===== src/hw/dspc_regs.svh =====
// Register offsets, field positions, reset values and timing constants
`ifndef DSPC_REGS_SVH
`define DSPC_REGS_SVH

// ****************************************
// Register byte offsets
// ****************************************
`define DSPC_OFF_CTRL      8'h00
`define DSPC_OFF_LOW       8'h04
`define DSPC_OFF_HIGH      8'h08
`define DSPC_OFF_PITCH     8'h0c
`define DSPC_OFF_CRES      8'h10
`define DSPC_OFF_SPER      8'h14
`define DSPC_OFF_IMULT     8'h18
`define DSPC_OFF_POS       8'h1c
`define DSPC_OFF_STATUS    8'h20

// ****************************************
// Control fields
// ****************************************
`define DSPC_CTRL_EN       0
`define DSPC_CTRL_INTERP   1
`define DSPC_CTRL_WSEL_LO  2
`define DSPC_CTRL_WSEL_HI  3
`define DSPC_CTRL_SSEL_LO  4
`define DSPC_CTRL_SSEL_HI  5

// ****************************************
// Reset values
// ****************************************
`define DSPC_RST_SEL       2'h0
`define DSPC_RST_CRES      32'h0000_0001
`define DSPC_RST_SPER      32'h0000_0001
`define DSPC_RST_IMULT     16'h0001

// ****************************************
// Timing: times in ns, cycles rounded up at 200 MHz
// ****************************************
`define DSPC_CLK_MHZ       200
`define DSPC_CYC(ns)       ((((ns) * `DSPC_CLK_MHZ) + 999) / 1000)
`define DSPC_SETTLE_0_NS   75
`define DSPC_SETTLE_1_NS   1000
`define DSPC_SETTLE_2_NS   4000
`define DSPC_SETTLE_3_NS   12000
`define DSPC_WIDTH_0_NS    200
`define DSPC_WIDTH_1_NS    1000
`define DSPC_WIDTH_2_NS    2500
`define DSPC_WIDTH_3_NS    10000
`define DSPC_DIV_STEPS     6'h20

`endif


===== src/hw/dspc_pkg.sv =====
// Types shared by the position compare block
package dspc_pkg;

  typedef enum logic [2:0] {PH_IDLE, PH_RES, PH_LOW, PH_HIGH, PH_PITCH, PH_RUN} dspc_phase_type;

  typedef struct packed {
    logic        cyc;
    logic        stb;
    logic        we;
    logic [7:0]  adr;
    logic [3:0]  sel;
    logic [31:0] dat;
  } dspc_wb_req_type;

  typedef struct packed {
    logic                en;
    logic                interp;
    logic [1:0]          wsel;
    logic [1:0]          ssel;
    logic signed [31:0]  low;
    logic signed [31:0]  high;
    logic signed [31:0]  pitch;
    logic [31:0]         cres;
    logic [31:0]         sper;
    logic [15:0]         imult;
    dspc_phase_type      ph;
    logic [31:0]         num;
    logic [31:0]         den;
    logic [32:0]         rem;
    logic [5:0]          dcnt;
    logic                neg;
    logic [31:0]         res;
    logic signed [31:0]  lo_c;
    logic signed [31:0]  hi_c;
    logic signed [31:0]  pit_c;
    logic signed [31:0]  last;
    logic signed [31:0]  pos;
    logic                fa;
    logic                fb;
    logic [11:0]         cnt_a;
    logic [11:0]         cnt_b;
    logic                inwin;
    logic                pulse;
    logic [11:0]         pcnt;
    logic                ack;
    logic [31:0]         rdat;
  } dspc_state_type;

endpackage


===== src/hw/dspc_top.sv =====
// Distance spaced position compare trigger generator with Wishbone registers
`timescale 1ns/100ps
`default_nettype none
`include "dspc_regs.svh"

module dspc_top (
  input  wire logic                     clk_in,
  input  wire logic                     resetn_in,
  input  wire dspc_pkg::dspc_wb_req_type wb_req_in,
  output logic [31:0]                   wb_dat_out,
  output logic                          wb_ack_out,
  input  wire logic                     enc_a_in,
  input  wire logic                     enc_b_in,
  output logic                          trigger_out,
  output logic                          window_out
);

  // ****************************************
  // Helper functions
  // ****************************************
  function automatic logic [11:0] settle_cycles(input logic [1:0] sel);
    logic [11:0] c;
    c = 12'(`DSPC_CYC(`DSPC_SETTLE_0_NS));
    unique case (sel)
      2'h0: c = 12'(`DSPC_CYC(`DSPC_SETTLE_0_NS));
      2'h1: c = 12'(`DSPC_CYC(`DSPC_SETTLE_1_NS));
      2'h2: c = 12'(`DSPC_CYC(`DSPC_SETTLE_2_NS));
      2'h3: c = 12'(`DSPC_CYC(`DSPC_SETTLE_3_NS));
    endcase
    return c;
  endfunction

  function automatic logic [11:0] width_cycles(input logic [1:0] sel);
    logic [11:0] c;
    c = 12'(`DSPC_CYC(`DSPC_WIDTH_0_NS));
    unique case (sel)
      2'h0: c = 12'(`DSPC_CYC(`DSPC_WIDTH_0_NS));
      2'h1: c = 12'(`DSPC_CYC(`DSPC_WIDTH_1_NS));
      2'h2: c = 12'(`DSPC_CYC(`DSPC_WIDTH_2_NS));
      2'h3: c = 12'(`DSPC_CYC(`DSPC_WIDTH_3_NS));
    endcase
    return c;
  endfunction

  // Byte-lane merge of a Wishbone write into a 32-bit register
  function automatic logic [31:0] merge(input logic [31:0] old, input logic [31:0] wd,
                                        input logic [3:0] sel);
    logic [31:0] m;
    m = old;
    for (int i = 0; i < 4; i++) begin
      if (sel[i]) begin
        m[i*8 +: 8] = wd[i*8 +: 8];
      end
    end
    return m;
  endfunction

  // Magnitude plus half a resolution, so truncating division rounds to nearest
  function automatic logic [31:0] round_num(input logic signed [31:0] x, input logic [31:0] res);
    logic [31:0] mag;
    mag = x[31] ? 32'(-x) : 32'(x);
    return mag + (res >> 1);
  endfunction

  function automatic logic [31:0] at_least_one(input logic [31:0] q);
    return (q == 32'h0) ? 32'h1 : q;
  endfunction

  // ****************************************
  // State
  // ****************************************
  dspc_pkg::dspc_state_type s_r;
  dspc_pkg::dspc_state_type s_nxt;

  always_comb begin
    logic        acc;
    logic        wr;
    logic [31:0] q;
    logic [31:0] rq;
    logic [32:0] tr;
    logic        a_new;
    logic        b_new;
    logic        inw;
    logic        trig;
    logic [31:0] ctl;
    acc = 1'b0;
    wr = 1'b0;
    q = 32'h0;
    rq = 32'h0;
    tr = 33'h0;
    a_new = 1'b0;
    b_new = 1'b0;
    inw = 1'b0;
    trig = 1'b0;
    ctl = 32'h0;
    s_nxt = s_r;

    // ****************************************
    // Wishbone slave: ack one cycle after the strobe, drops next cycle
    // ****************************************
    acc = wb_req_in.cyc && wb_req_in.stb && !s_r.ack;
    wr = acc && wb_req_in.we;
    s_nxt.ack = acc;
    ctl = {26'h0, s_r.ssel, s_r.wsel, s_r.interp, s_r.en};
    if (acc && !wb_req_in.we) begin
      unique case (wb_req_in.adr)
        `DSPC_OFF_CTRL:   s_nxt.rdat = ctl;
        `DSPC_OFF_LOW:    s_nxt.rdat = s_r.low;
        `DSPC_OFF_HIGH:   s_nxt.rdat = s_r.high;
        `DSPC_OFF_PITCH:  s_nxt.rdat = s_r.pitch;
        `DSPC_OFF_CRES:   s_nxt.rdat = s_r.cres;
        `DSPC_OFF_SPER:   s_nxt.rdat = s_r.sper;
        `DSPC_OFF_IMULT:  s_nxt.rdat = {16'h0, s_r.imult};
        `DSPC_OFF_POS:    s_nxt.rdat = s_r.pos;
        `DSPC_OFF_STATUS: s_nxt.rdat = {29'h0, s_r.pulse, s_r.inwin, s_r.ph == dspc_pkg::PH_RUN};
        default:          s_nxt.rdat = 32'h0;
      endcase
    end
    if (wr) begin
      unique case (wb_req_in.adr)
        `DSPC_OFF_CTRL: begin
          ctl = merge(ctl, wb_req_in.dat, wb_req_in.sel);
          s_nxt.en = ctl[`DSPC_CTRL_EN];
          s_nxt.interp = ctl[`DSPC_CTRL_INTERP];
          s_nxt.wsel = ctl[`DSPC_CTRL_WSEL_HI:`DSPC_CTRL_WSEL_LO];
          s_nxt.ssel = ctl[`DSPC_CTRL_SSEL_HI:`DSPC_CTRL_SSEL_LO];
        end
        `DSPC_OFF_LOW:   s_nxt.low = merge(s_r.low, wb_req_in.dat, wb_req_in.sel);
        `DSPC_OFF_HIGH:  s_nxt.high = merge(s_r.high, wb_req_in.dat, wb_req_in.sel);
        `DSPC_OFF_PITCH: s_nxt.pitch = merge(s_r.pitch, wb_req_in.dat, wb_req_in.sel);
        `DSPC_OFF_CRES:  s_nxt.cres = merge(s_r.cres, wb_req_in.dat, wb_req_in.sel);
        `DSPC_OFF_SPER:  s_nxt.sper = merge(s_r.sper, wb_req_in.dat, wb_req_in.sel);
        `DSPC_OFF_IMULT: s_nxt.imult = 16'(merge({16'h0, s_r.imult}, wb_req_in.dat, wb_req_in.sel));
        `DSPC_OFF_POS:   s_nxt.pos = merge(s_r.pos, wb_req_in.dat, wb_req_in.sel);
        default: begin
        end
      endcase
    end

    // ****************************************
    // Settle filter and quadrature decode
    // ****************************************
    // A level is accepted only after it has held for the whole settle time,
    // which is also the nominal delay from encoder edge to trigger
    a_new = s_r.fa;
    b_new = s_r.fb;
    if (enc_a_in == s_r.fa) begin
      s_nxt.cnt_a = 12'h0;
    end else if (s_r.cnt_a + 12'h1 >= settle_cycles(s_r.ssel)) begin
      s_nxt.cnt_a = 12'h0;
      a_new = enc_a_in;
    end else begin
      s_nxt.cnt_a = s_r.cnt_a + 12'h1;
    end
    if (enc_b_in == s_r.fb) begin
      s_nxt.cnt_b = 12'h0;
    end else if (s_r.cnt_b + 12'h1 >= settle_cycles(s_r.ssel)) begin
      s_nxt.cnt_b = 12'h0;
      b_new = enc_b_in;
    end else begin
      s_nxt.cnt_b = s_r.cnt_b + 12'h1;
    end
    s_nxt.fa = a_new;
    s_nxt.fb = b_new;
    // Both channels moving at once is a lost step; it is dropped, not guessed
    if ((a_new != s_r.fa) ^ (b_new != s_r.fb)) begin
      if (s_r.fa ^ b_new) begin
        s_nxt.pos = s_r.pos + 32'sh1;
      end else begin
        s_nxt.pos = s_r.pos - 32'sh1;
      end
    end

    // ****************************************
    // Rounding sequence: serial divider shared by all four quotients
    // ****************************************
    if (s_r.dcnt != 6'h0) begin
      tr = {s_r.rem[31:0], s_r.num[31]};
      s_nxt.num = {s_r.num[30:0], 1'b0};
      if (tr >= {1'b0, s_r.den}) begin
        tr = tr - {1'b0, s_r.den};
        s_nxt.num[0] = 1'b1;
      end
      s_nxt.rem = tr;
      s_nxt.dcnt = s_r.dcnt - 6'h1;
    end
    q = s_r.num;
    rq = at_least_one(q);
    unique case (s_r.ph)
      dspc_pkg::PH_IDLE: begin
        if (s_r.en) begin
          s_nxt.ph = dspc_pkg::PH_RES;
          s_nxt.num = s_r.interp ? s_r.sper : s_r.cres;
          s_nxt.den = s_r.interp ? at_least_one({16'h0, s_r.imult}) : 32'h1;
          s_nxt.rem = 33'h0;
          s_nxt.dcnt = `DSPC_DIV_STEPS;
        end
      end
      dspc_pkg::PH_RES: begin
        if (s_r.dcnt == 6'h0) begin
          s_nxt.res = rq;
          s_nxt.ph = dspc_pkg::PH_LOW;
          s_nxt.neg = s_r.low[31];
          s_nxt.num = round_num(s_r.low, rq);
          s_nxt.den = rq;
          s_nxt.rem = 33'h0;
          s_nxt.dcnt = `DSPC_DIV_STEPS;
        end
      end
      dspc_pkg::PH_LOW: begin
        if (s_r.dcnt == 6'h0) begin
          s_nxt.lo_c = s_r.neg ? 32'(-q) : q;
          s_nxt.ph = dspc_pkg::PH_HIGH;
          s_nxt.neg = s_r.high[31];
          s_nxt.num = round_num(s_r.high, s_r.res);
          s_nxt.den = s_r.res;
          s_nxt.rem = 33'h0;
          s_nxt.dcnt = `DSPC_DIV_STEPS;
        end
      end
      dspc_pkg::PH_HIGH: begin
        if (s_r.dcnt == 6'h0) begin
          s_nxt.hi_c = s_r.neg ? 32'(-q) : q;
          s_nxt.ph = dspc_pkg::PH_PITCH;
          s_nxt.num = round_num(s_r.pitch, s_r.res);
          s_nxt.den = s_r.res;
          s_nxt.rem = 33'h0;
          s_nxt.dcnt = `DSPC_DIV_STEPS;
        end
      end
      dspc_pkg::PH_PITCH: begin
        if (s_r.dcnt == 6'h0) begin
          s_nxt.pit_c = rq;
          s_nxt.ph = dspc_pkg::PH_RUN;
        end
      end
      dspc_pkg::PH_RUN: begin
        // Inclusive bounds; the step compare is equality since the count moves by one
        inw = (s_r.pos >= s_r.lo_c) && (s_r.pos <= s_r.hi_c);
        if (inw && !s_r.inwin) begin
          trig = 1'b1;
          s_nxt.last = s_r.pos;
        end else if (inw && ((s_r.pos == s_r.last + s_r.pit_c) || (s_r.pos == s_r.last - s_r.pit_c))) begin
          trig = 1'b1;
          s_nxt.last = s_r.pos;
        end
      end
    endcase
    // Turning compare off drops straight back to idle, mid-sequence included
    if (!s_nxt.en) begin
      s_nxt.ph = dspc_pkg::PH_IDLE;
      s_nxt.dcnt = 6'h0;
    end
    s_nxt.inwin = inw && s_nxt.en;

    // ****************************************
    // Trigger pulse: width counted from the event, so the fall is exact
    // ****************************************
    if (trig) begin
      s_nxt.pulse = 1'b1;
      s_nxt.pcnt = width_cycles(s_r.wsel);
    end else if (s_r.pcnt > 12'h1) begin
      s_nxt.pcnt = s_r.pcnt - 12'h1;
    end else begin
      s_nxt.pcnt = 12'h0;
      s_nxt.pulse = 1'b0;
    end
  end

  always_ff @(posedge clk_in) begin
    if (!resetn_in) begin
      s_r <= '0;
      s_r.wsel <= `DSPC_RST_SEL;
      s_r.ssel <= `DSPC_RST_SEL;
      s_r.cres <= `DSPC_RST_CRES;
      s_r.sper <= `DSPC_RST_SPER;
      s_r.imult <= `DSPC_RST_IMULT;
      s_r.res <= `DSPC_RST_CRES;
      s_r.pit_c <= `DSPC_RST_CRES;
      s_r.ph <= dspc_pkg::PH_IDLE;
    end else begin
      s_r <= s_nxt;
    end
  end

  // ****************************************
  // Outputs
  // ****************************************
  assign wb_dat_out = s_r.rdat;
  assign wb_ack_out = s_r.ack;
  assign trigger_out = s_r.pulse;
  assign window_out = s_r.inwin;

endmodule

`default_nettype wire


===== config.mk =====
export PLATFORM = sky130hd
export DESIGN_NAME = dspc_top
export DESIGN_NICKNAME = d
export VERILOG_FILES = /design/src/hw/dspc_pkg.sv /design/src/hw/dspc_top.sv
export VERILOG_INCLUDE_DIRS = /design/src /design/src/hw
export SDC_FILE = /design/constraint.sdc
export NUM_CORES = 2
export LEC_CHECK = 0
export BUFFER_PORTS_ARGS = -buffer_cell sky130_fd_sc_hd__buf_2
export CORE_MARGIN = 3
export CORE_UTILIZATION = 45
export CTS_CLUSTER_DIAMETER = 80
export CTS_CLUSTER_SIZE = 24
export DETAILED_ROUTE_END_ITERATION = 10
export PLACE_DENSITY = 0.6
export SETUP_SLACK_MARGIN = 0.15
export SLEW_MARGIN = 25
export SYNTH_ARGS = -nofsm -noshare
export SYNTH_HDL_FRONTEND = slang
export SYNTH_SLANG_ARGS = --single-unit

===== constraint.sdc =====
create_clock -name clk_in -period 8.1 [get_ports clk_in]
set_clock_uncertainty 0.05 [all_clocks]
set_input_delay 0.405 -clock clk_in [delete_from_list [all_inputs] [get_ports clk_in]]
set_output_delay 0.405 -clock clk_in [all_outputs]
set_load 0.01 [all_outputs]

# --- Word level (Yosys, flattened, before mapping) ---
# Index checks and enable logic that the tools add are counted.
word_totals:
  inputBits: 51
  reg_bits: 554
  output_inout_bits: 35
classes:
  bitwise: 3
  order_cmp: 6
  eq_ne: 31
  n_mux: 77
  reduce_logical: 68
  add_sub_neg: 16
ops:
  columns: ["operator", "count"]
  rows:
  - ["32-bit 2-to-1 mux", 18]
  - ["103-bit case mux with 4 select lines", 1]
  - ["32-bit case mux with 9 select lines", 1]
  - ["106-bit 2-to-1 mux", 2]
  - ["8-bit 2-to-1 mux", 26]
  - ["182-bit 2-to-1 mux", 1]
  - ["139-bit 2-to-1 mux", 1]
  - ["32-bit negation", 4]
  - ["107-bit 2-to-1 mux", 1]
  - ["32-bit by 31-bit adder with 32-bit output", 3]
  - ["12-bit case mux with 4 select lines", 2]
  - ["3-bit AND reduction", 28]
  - ["32-bit == test", 2]
  - ["16-bit 2-to-1 mux", 3]
  - ["39-bit 2-to-1 mux", 1]
  - ["12-bit 2-to-1 mux", 3]
  - ["33-bit by 32-bit >= comparator with 1-bit output", 1]
  - ["33-bit 2-to-1 mux", 1]
  - ["33-bit by 32-bit subtractor with 33-bit output", 1]
  - ["32-bit by 2-bit adder with 32-bit output (second input constant)", 1]
  - ["32-bit adder", 1]
  - ["8-bit by 5-bit == test with 1-bit output (second input constant)", 4]
  - ["32-bit >= comparator", 1]
  - ["32-bit <= comparator", 1]
  - ["other kinds (43)", 93]

# --- Depth between registers and ports, before layout ---
logic_depth:
  word_depth: 10
  ltp_mapped: 27
  mapped_depth_nobuf: 24

# --- Worst setup path after synthesis ---
# Ideal clock, no wire load.
synth_path:
  path_kind: "reg2reg"
  startpoint: "reg s_r[344] (netlist name)"
  endpoint: "reg s_r[367] (netlist name)"
  stages_incl_launch_ff: 24
  path_slack_ns: 2.828
  t_arrival_ns: 5.127
  path_cell_list: "dfxtp_1 > buf_6 > or4_4 > or3_1 > or3_1 > or2_2 > or3_1 > nor4_1 > a21oi_1 > ha_1 > inv_1 > fa_1 > nor2b_1 > o31a_1 > o31ai_1 > a22oi_1 > a21oi_1 > nand4b_1 > nand2_1 > o211ai_1 > o41ai_1 > mux2i_1 > a21oi_1 > a221oi_1"
synth_via:
  elab_chain_len: 5
synth_rtl:
  columns: ["element", "line", "source"]
  rows:
  - ["start: declaration", "dspc_top.sv:72", "dspc_pkg::dspc_state_type s_r;"]
  - ["start signal: assignment", "dspc_top.sv:282", "s_r <= s_nxt;"]
  - ["32-bit logical NOT", "dspc_top.sv:66", "return (q == 32'h0) ? 32'h1 : q;"]
  - ["32-bit 2-to-1 mux *", "dspc_top.sv:66", null]
  - ["32-bit by 31-bit adder with 32-bit output *", "dspc_top.sv:62", "return mag + (res >> 1);"]
  - ["139-bit 2-to-1 mux *", "dspc_top.sv:200", "if (s_r.dcnt == 6'h0) begin"]
  - ["103-bit case mux with 4 select lines *", "dspc_top.sv:189", "unique case (s_r.ph)"]
# Every way passes the cells marked *; elsewhere a longest branch is shown, timed or not. The select of a mux whose other input is x is not followed.
# A chain may end at the register's enable or synchronous reset.

# --- Final worst setup path ---
layout_path:
  startpoint: "reg s_r[343] (netlist name)"
  endpoint: "reg s_r[367] (netlist name)"
# The elaborated chain is that of the path after synthesis.

==> qor.yml <==
routing:
  highest-signal-layer: "met5"
  wl_per_cell_um: 24.61
  dr.pass1.iters: 9
  drtIter0Drc: 4771
  wirelength_um: 160900
  postRouteAntennaNets: 0
  route.met2.wl_um: 69100
  wl_met1_um: 68520
  num_vias: 40940
  route.met3.wl_um: 14910
  vias_per_cell: 6.263
  drc: 0
critical_path:
  endpoint_kind: "flop"
  arrival_ps: 7150
  critPathKind: "flop to flop"
  cp.required_ps: 8570
  critPathMaxFanout: 11
  critPathLaunchType: "flop"
timing:
  worst_pin_slew_ps: 1149
  drv_slew: 0
  slew_headroom_pct: 21.40
  setup_slack_ps: 1421
  rsz0062_at_grt: "false"
  final.period_utilization_pct: 82.46
  setup_tns_ps: 0
  hold_viol_final: 0
  setup_viol: 0
  min_period_ps: 6679
  max_freq_mhz: 149.7
min_path:
  hold_class: "input pin to flop"
cells_and_area:
  multi_input_area_um2: 27240
  regArea_um2: 11070
  synthToLayoutAreaGrowth_pct: 6.054
  fill_cells: 9041
  nets: 5682
  utilization_pct: 48.46
  final_layout_size_suffix_gt1_share_pct: 6.222
cts:
  cts_sinks: 553
  cts_tree: "yes"
  path_clk_slew_ps: 100
  post_cts_buffers: 0
  cts_buffers: 40
  clk_latency_ps: 620
  cts.path.max_buffers: 3
  cts-root-buf: "clkbuf_16"
  ctsHtreeMaxLevel: 2
place:
  io_buffers: 85
  dpl.hpwl_um: 124000
  pre_cts_ws_ps: 1686
  gp_congestion: 0.9967
die:
  start_util_pct: 45.69
  boundaryPins: 86
  die_x_um: 306.7
  design.die.area_um2: 94070
  coreArea_um2: 89060
  rows: 109
  die_h_um: 306.7
global_routing:
  grt_pass1_wl_um: 237900
  antenna_found_initial: 13
  grt_max_degree: 88
  grt_pass1_vias: 37020
  grt_usage_pct: 32.78
  grt-ovfl-total: 0
logic_synthesis:
  seq_area_frac_synth_pct: 27.21
  synthFlopType: "dfxtp_1"
  synth_area_um2: 40690
  synth_edf_count: 0
  synth_area_leader_cell: "dfxtp_1"
  synth.area.top_cells: "dfxtp_1 27%, ha_1 8.7%, nand2_1 8.4%"
  netlist.area_leader.share_pct: 27.21
  syn_nets: 5849
  synth-async-reset-ratio_pct: 0
  syn_inst: 5510
  yosysUniqueCellTypes: 99
  avgSynthCellArea_um2: 7.385
  yosys_warnings: 0
  synth-seq-cells: 553
pwr:
  vdd_drop_max_mv: 0.1654
  p_leak_nw: 17.11
  power.density_nw_per_um2: 119.6
status:
  status: "complete, no violations"
job:
  maxCapViolations: 0
[layout make-up]
cell class,instances,share of cell area (%)
diodes,4,0.02319
clock buffers,42,2.386
clock inverters,25,0.8582
inverters,226,1.986
multi-input cells,4345,63.11
flip-flops and latches,553,25.66
well taps,1165,3.378
repair buffers,177,2.598
[registers in the layout, summed over array words and instances (netlist names)]
signal and flops:
s_r 518, wb_dat_out 32, trigger_out 1, wb_ack_out 1, window_out 1
[worst max-delay path, stage by stage, from the launching register on]
cell and delay [ps]:
dfxtp_1 450, or4_4 600, or3_1 350, or3_1 390, or2_2 360, or3_1 360
nor4_1 270, buf_4 230, a21oi_1 120, ha_1 230, inv_1 80, fa_1 210
nor2b_1 70, o31a_1 290, o31ai_1 470, a22oi_1 230, a21oi_1 360, nand4b_1 200
nand2_1 140, o211ai_1 170, o41ai_1 390, mux2i_1 240, a21oi_1 80, a221oi_1 240
[logic make-up (layout without fill, tap and decap cells)]
family / after synthesis / in the layout / synth area share [%]
buffers and inverters: 612 / 470 / 6.079
adder cells (fa/ha/maj): 288 / 288 / 8.966
AND/OR/NAND/NOR: 1988 / 1988 / 22.26
other: 0 / 4 / 0
XOR/XNOR: 320 / 320 / 6.887
multiplexers: 132 / 132 / 3.318
AO/OA/AOI/OAI: 1617 / 1617 / 25.28
flip-flops: 553 / 553 / 27.21
[stage by stage]
step | hold WS [ps] | std cells | cell area (um^2) | total power, W
6_report | 63.80 | 6537 | 43160 | 0.005162
5_1_grt | 62.34 | 6533 | 43150 | 0.005288
4_1_cts | 41.13 | 6533 | 43140 | 0.005184
3_5_place_dp | 408.2 | 6465 | 41730 | 0.002922
3_3_place_gp | 402.2 | 6465 | 41730 | 0.002921
2_1_floorplan | 390.0 | 5510 | 40690 | 0.002847
[where the power goes]
group          total (W)  internal, W  switching [W]
combinational   0.000143    0.0000239       0.000119
clock            0.00230      0.00104        0.00126
sequential       0.00272      0.00272     0.00000187
total            0.00516      0.00378        0.00138
[cells in the final DEF (no fill, tap or decap), types with 22 or more instances in the layout]
| cell type | n |
|---|---|
| nor2_1 | 419 |
| nor3_1 | 107 |
| buf_4 | 92 |
| or2_2 | 22 |
| a221oi_1 | 26 |
| and3_1 | 41 |
| o22ai_1 | 25 |
| nand3_1 | 99 |
| ha_1 | 282 |
| o21ai_0 | 286 |
| a222oi_1 | 56 |
| or3_1 | 51 |
| clkbuf_16 | 41 |
| a21o_1 | 80 |
| xnor2_1 | 199 |
| o211ai_1 | 42 |
| nand4_1 | 41 |
| mux2i_1 | 109 |
| o31ai_1 | 56 |
| nor2b_1 | 53 |
| a31oi_1 | 77 |
| a21oi_1 | 581 |
| dfxtp_1 | 550 |
| or4_1 | 24 |
| buf_2 | 84 |
| a22oi_1 | 36 |
| inv_1 | 220 |
| o21a_1 | 33 |
| nand2_1 | 914 |
| xor2_1 | 119 |
| o21bai_1 | 24 |
| a211oi_1 | 121 |
| nor4_1 | 52 |
| nand2b_1 | 58 |
[routing by layer]
layer | vias up | track usage (%)
met2 | 1879 | 50.06
li1 | 19330 | -
met3 | 339 | 5.737
met1 | 19400 | 45.03
met4 | 6 | 15.07
met5 | - | 0
[path summary, 6_finish.rpt]
check	start	end	slack, ps	depth (start not counted)
worst max-delay path	s_r[343]$_SDFF_PN0_	s_r[367]$_SDFF_PN0_	1420	23
worst min-delay path	wb_req_in[0]	s_r[516]$_SDFFE_PN0P_	60	3
worst max register to register	s_r[343]$_SDFF_PN0_	s_r[367]$_SDFF_PN0_	1420	23
worst min register to register	wb_ack_out$_SDFF_PN0_	wb_ack_out$_SDFF_PN0_	420	1
[timing repair]
| item | CTS | global route |
|---|---|---|
| hold buffers | 1 | 0 |
| setup endpoints to repair | 0 | 0 |
| gates resized for setup | 0 | 0 |
| hold endpoints to repair | 1 | 0 |
[synth_stat cells (52+ instances only)]
| library cell | instances |
|---|---|
| nor4_1 | 52 |
| nand2b_1 | 59 |
| nor2_1 | 425 |
| a21oi_1 | 581 |
| a222oi_1 | 56 |
| xor2_1 | 120 |
| inv_1 | 221 |
| o31ai_1 | 56 |
| mux2i_1 | 109 |
| nand3_1 | 99 |
| nor3_1 | 111 |
| ha_1 | 282 |
| a211oi_1 | 121 |
| nand2_1 | 915 |
| a31oi_1 | 78 |
| o21ai_0 | 286 |
| dfxtp_1 | 553 |
| nor2b_1 | 53 |
| clkbuf_1 | 304 |
| a21o_1 | 80 |
| xnor2_1 | 200 |
No activity file was read; power rests on OpenSTA's default activity.
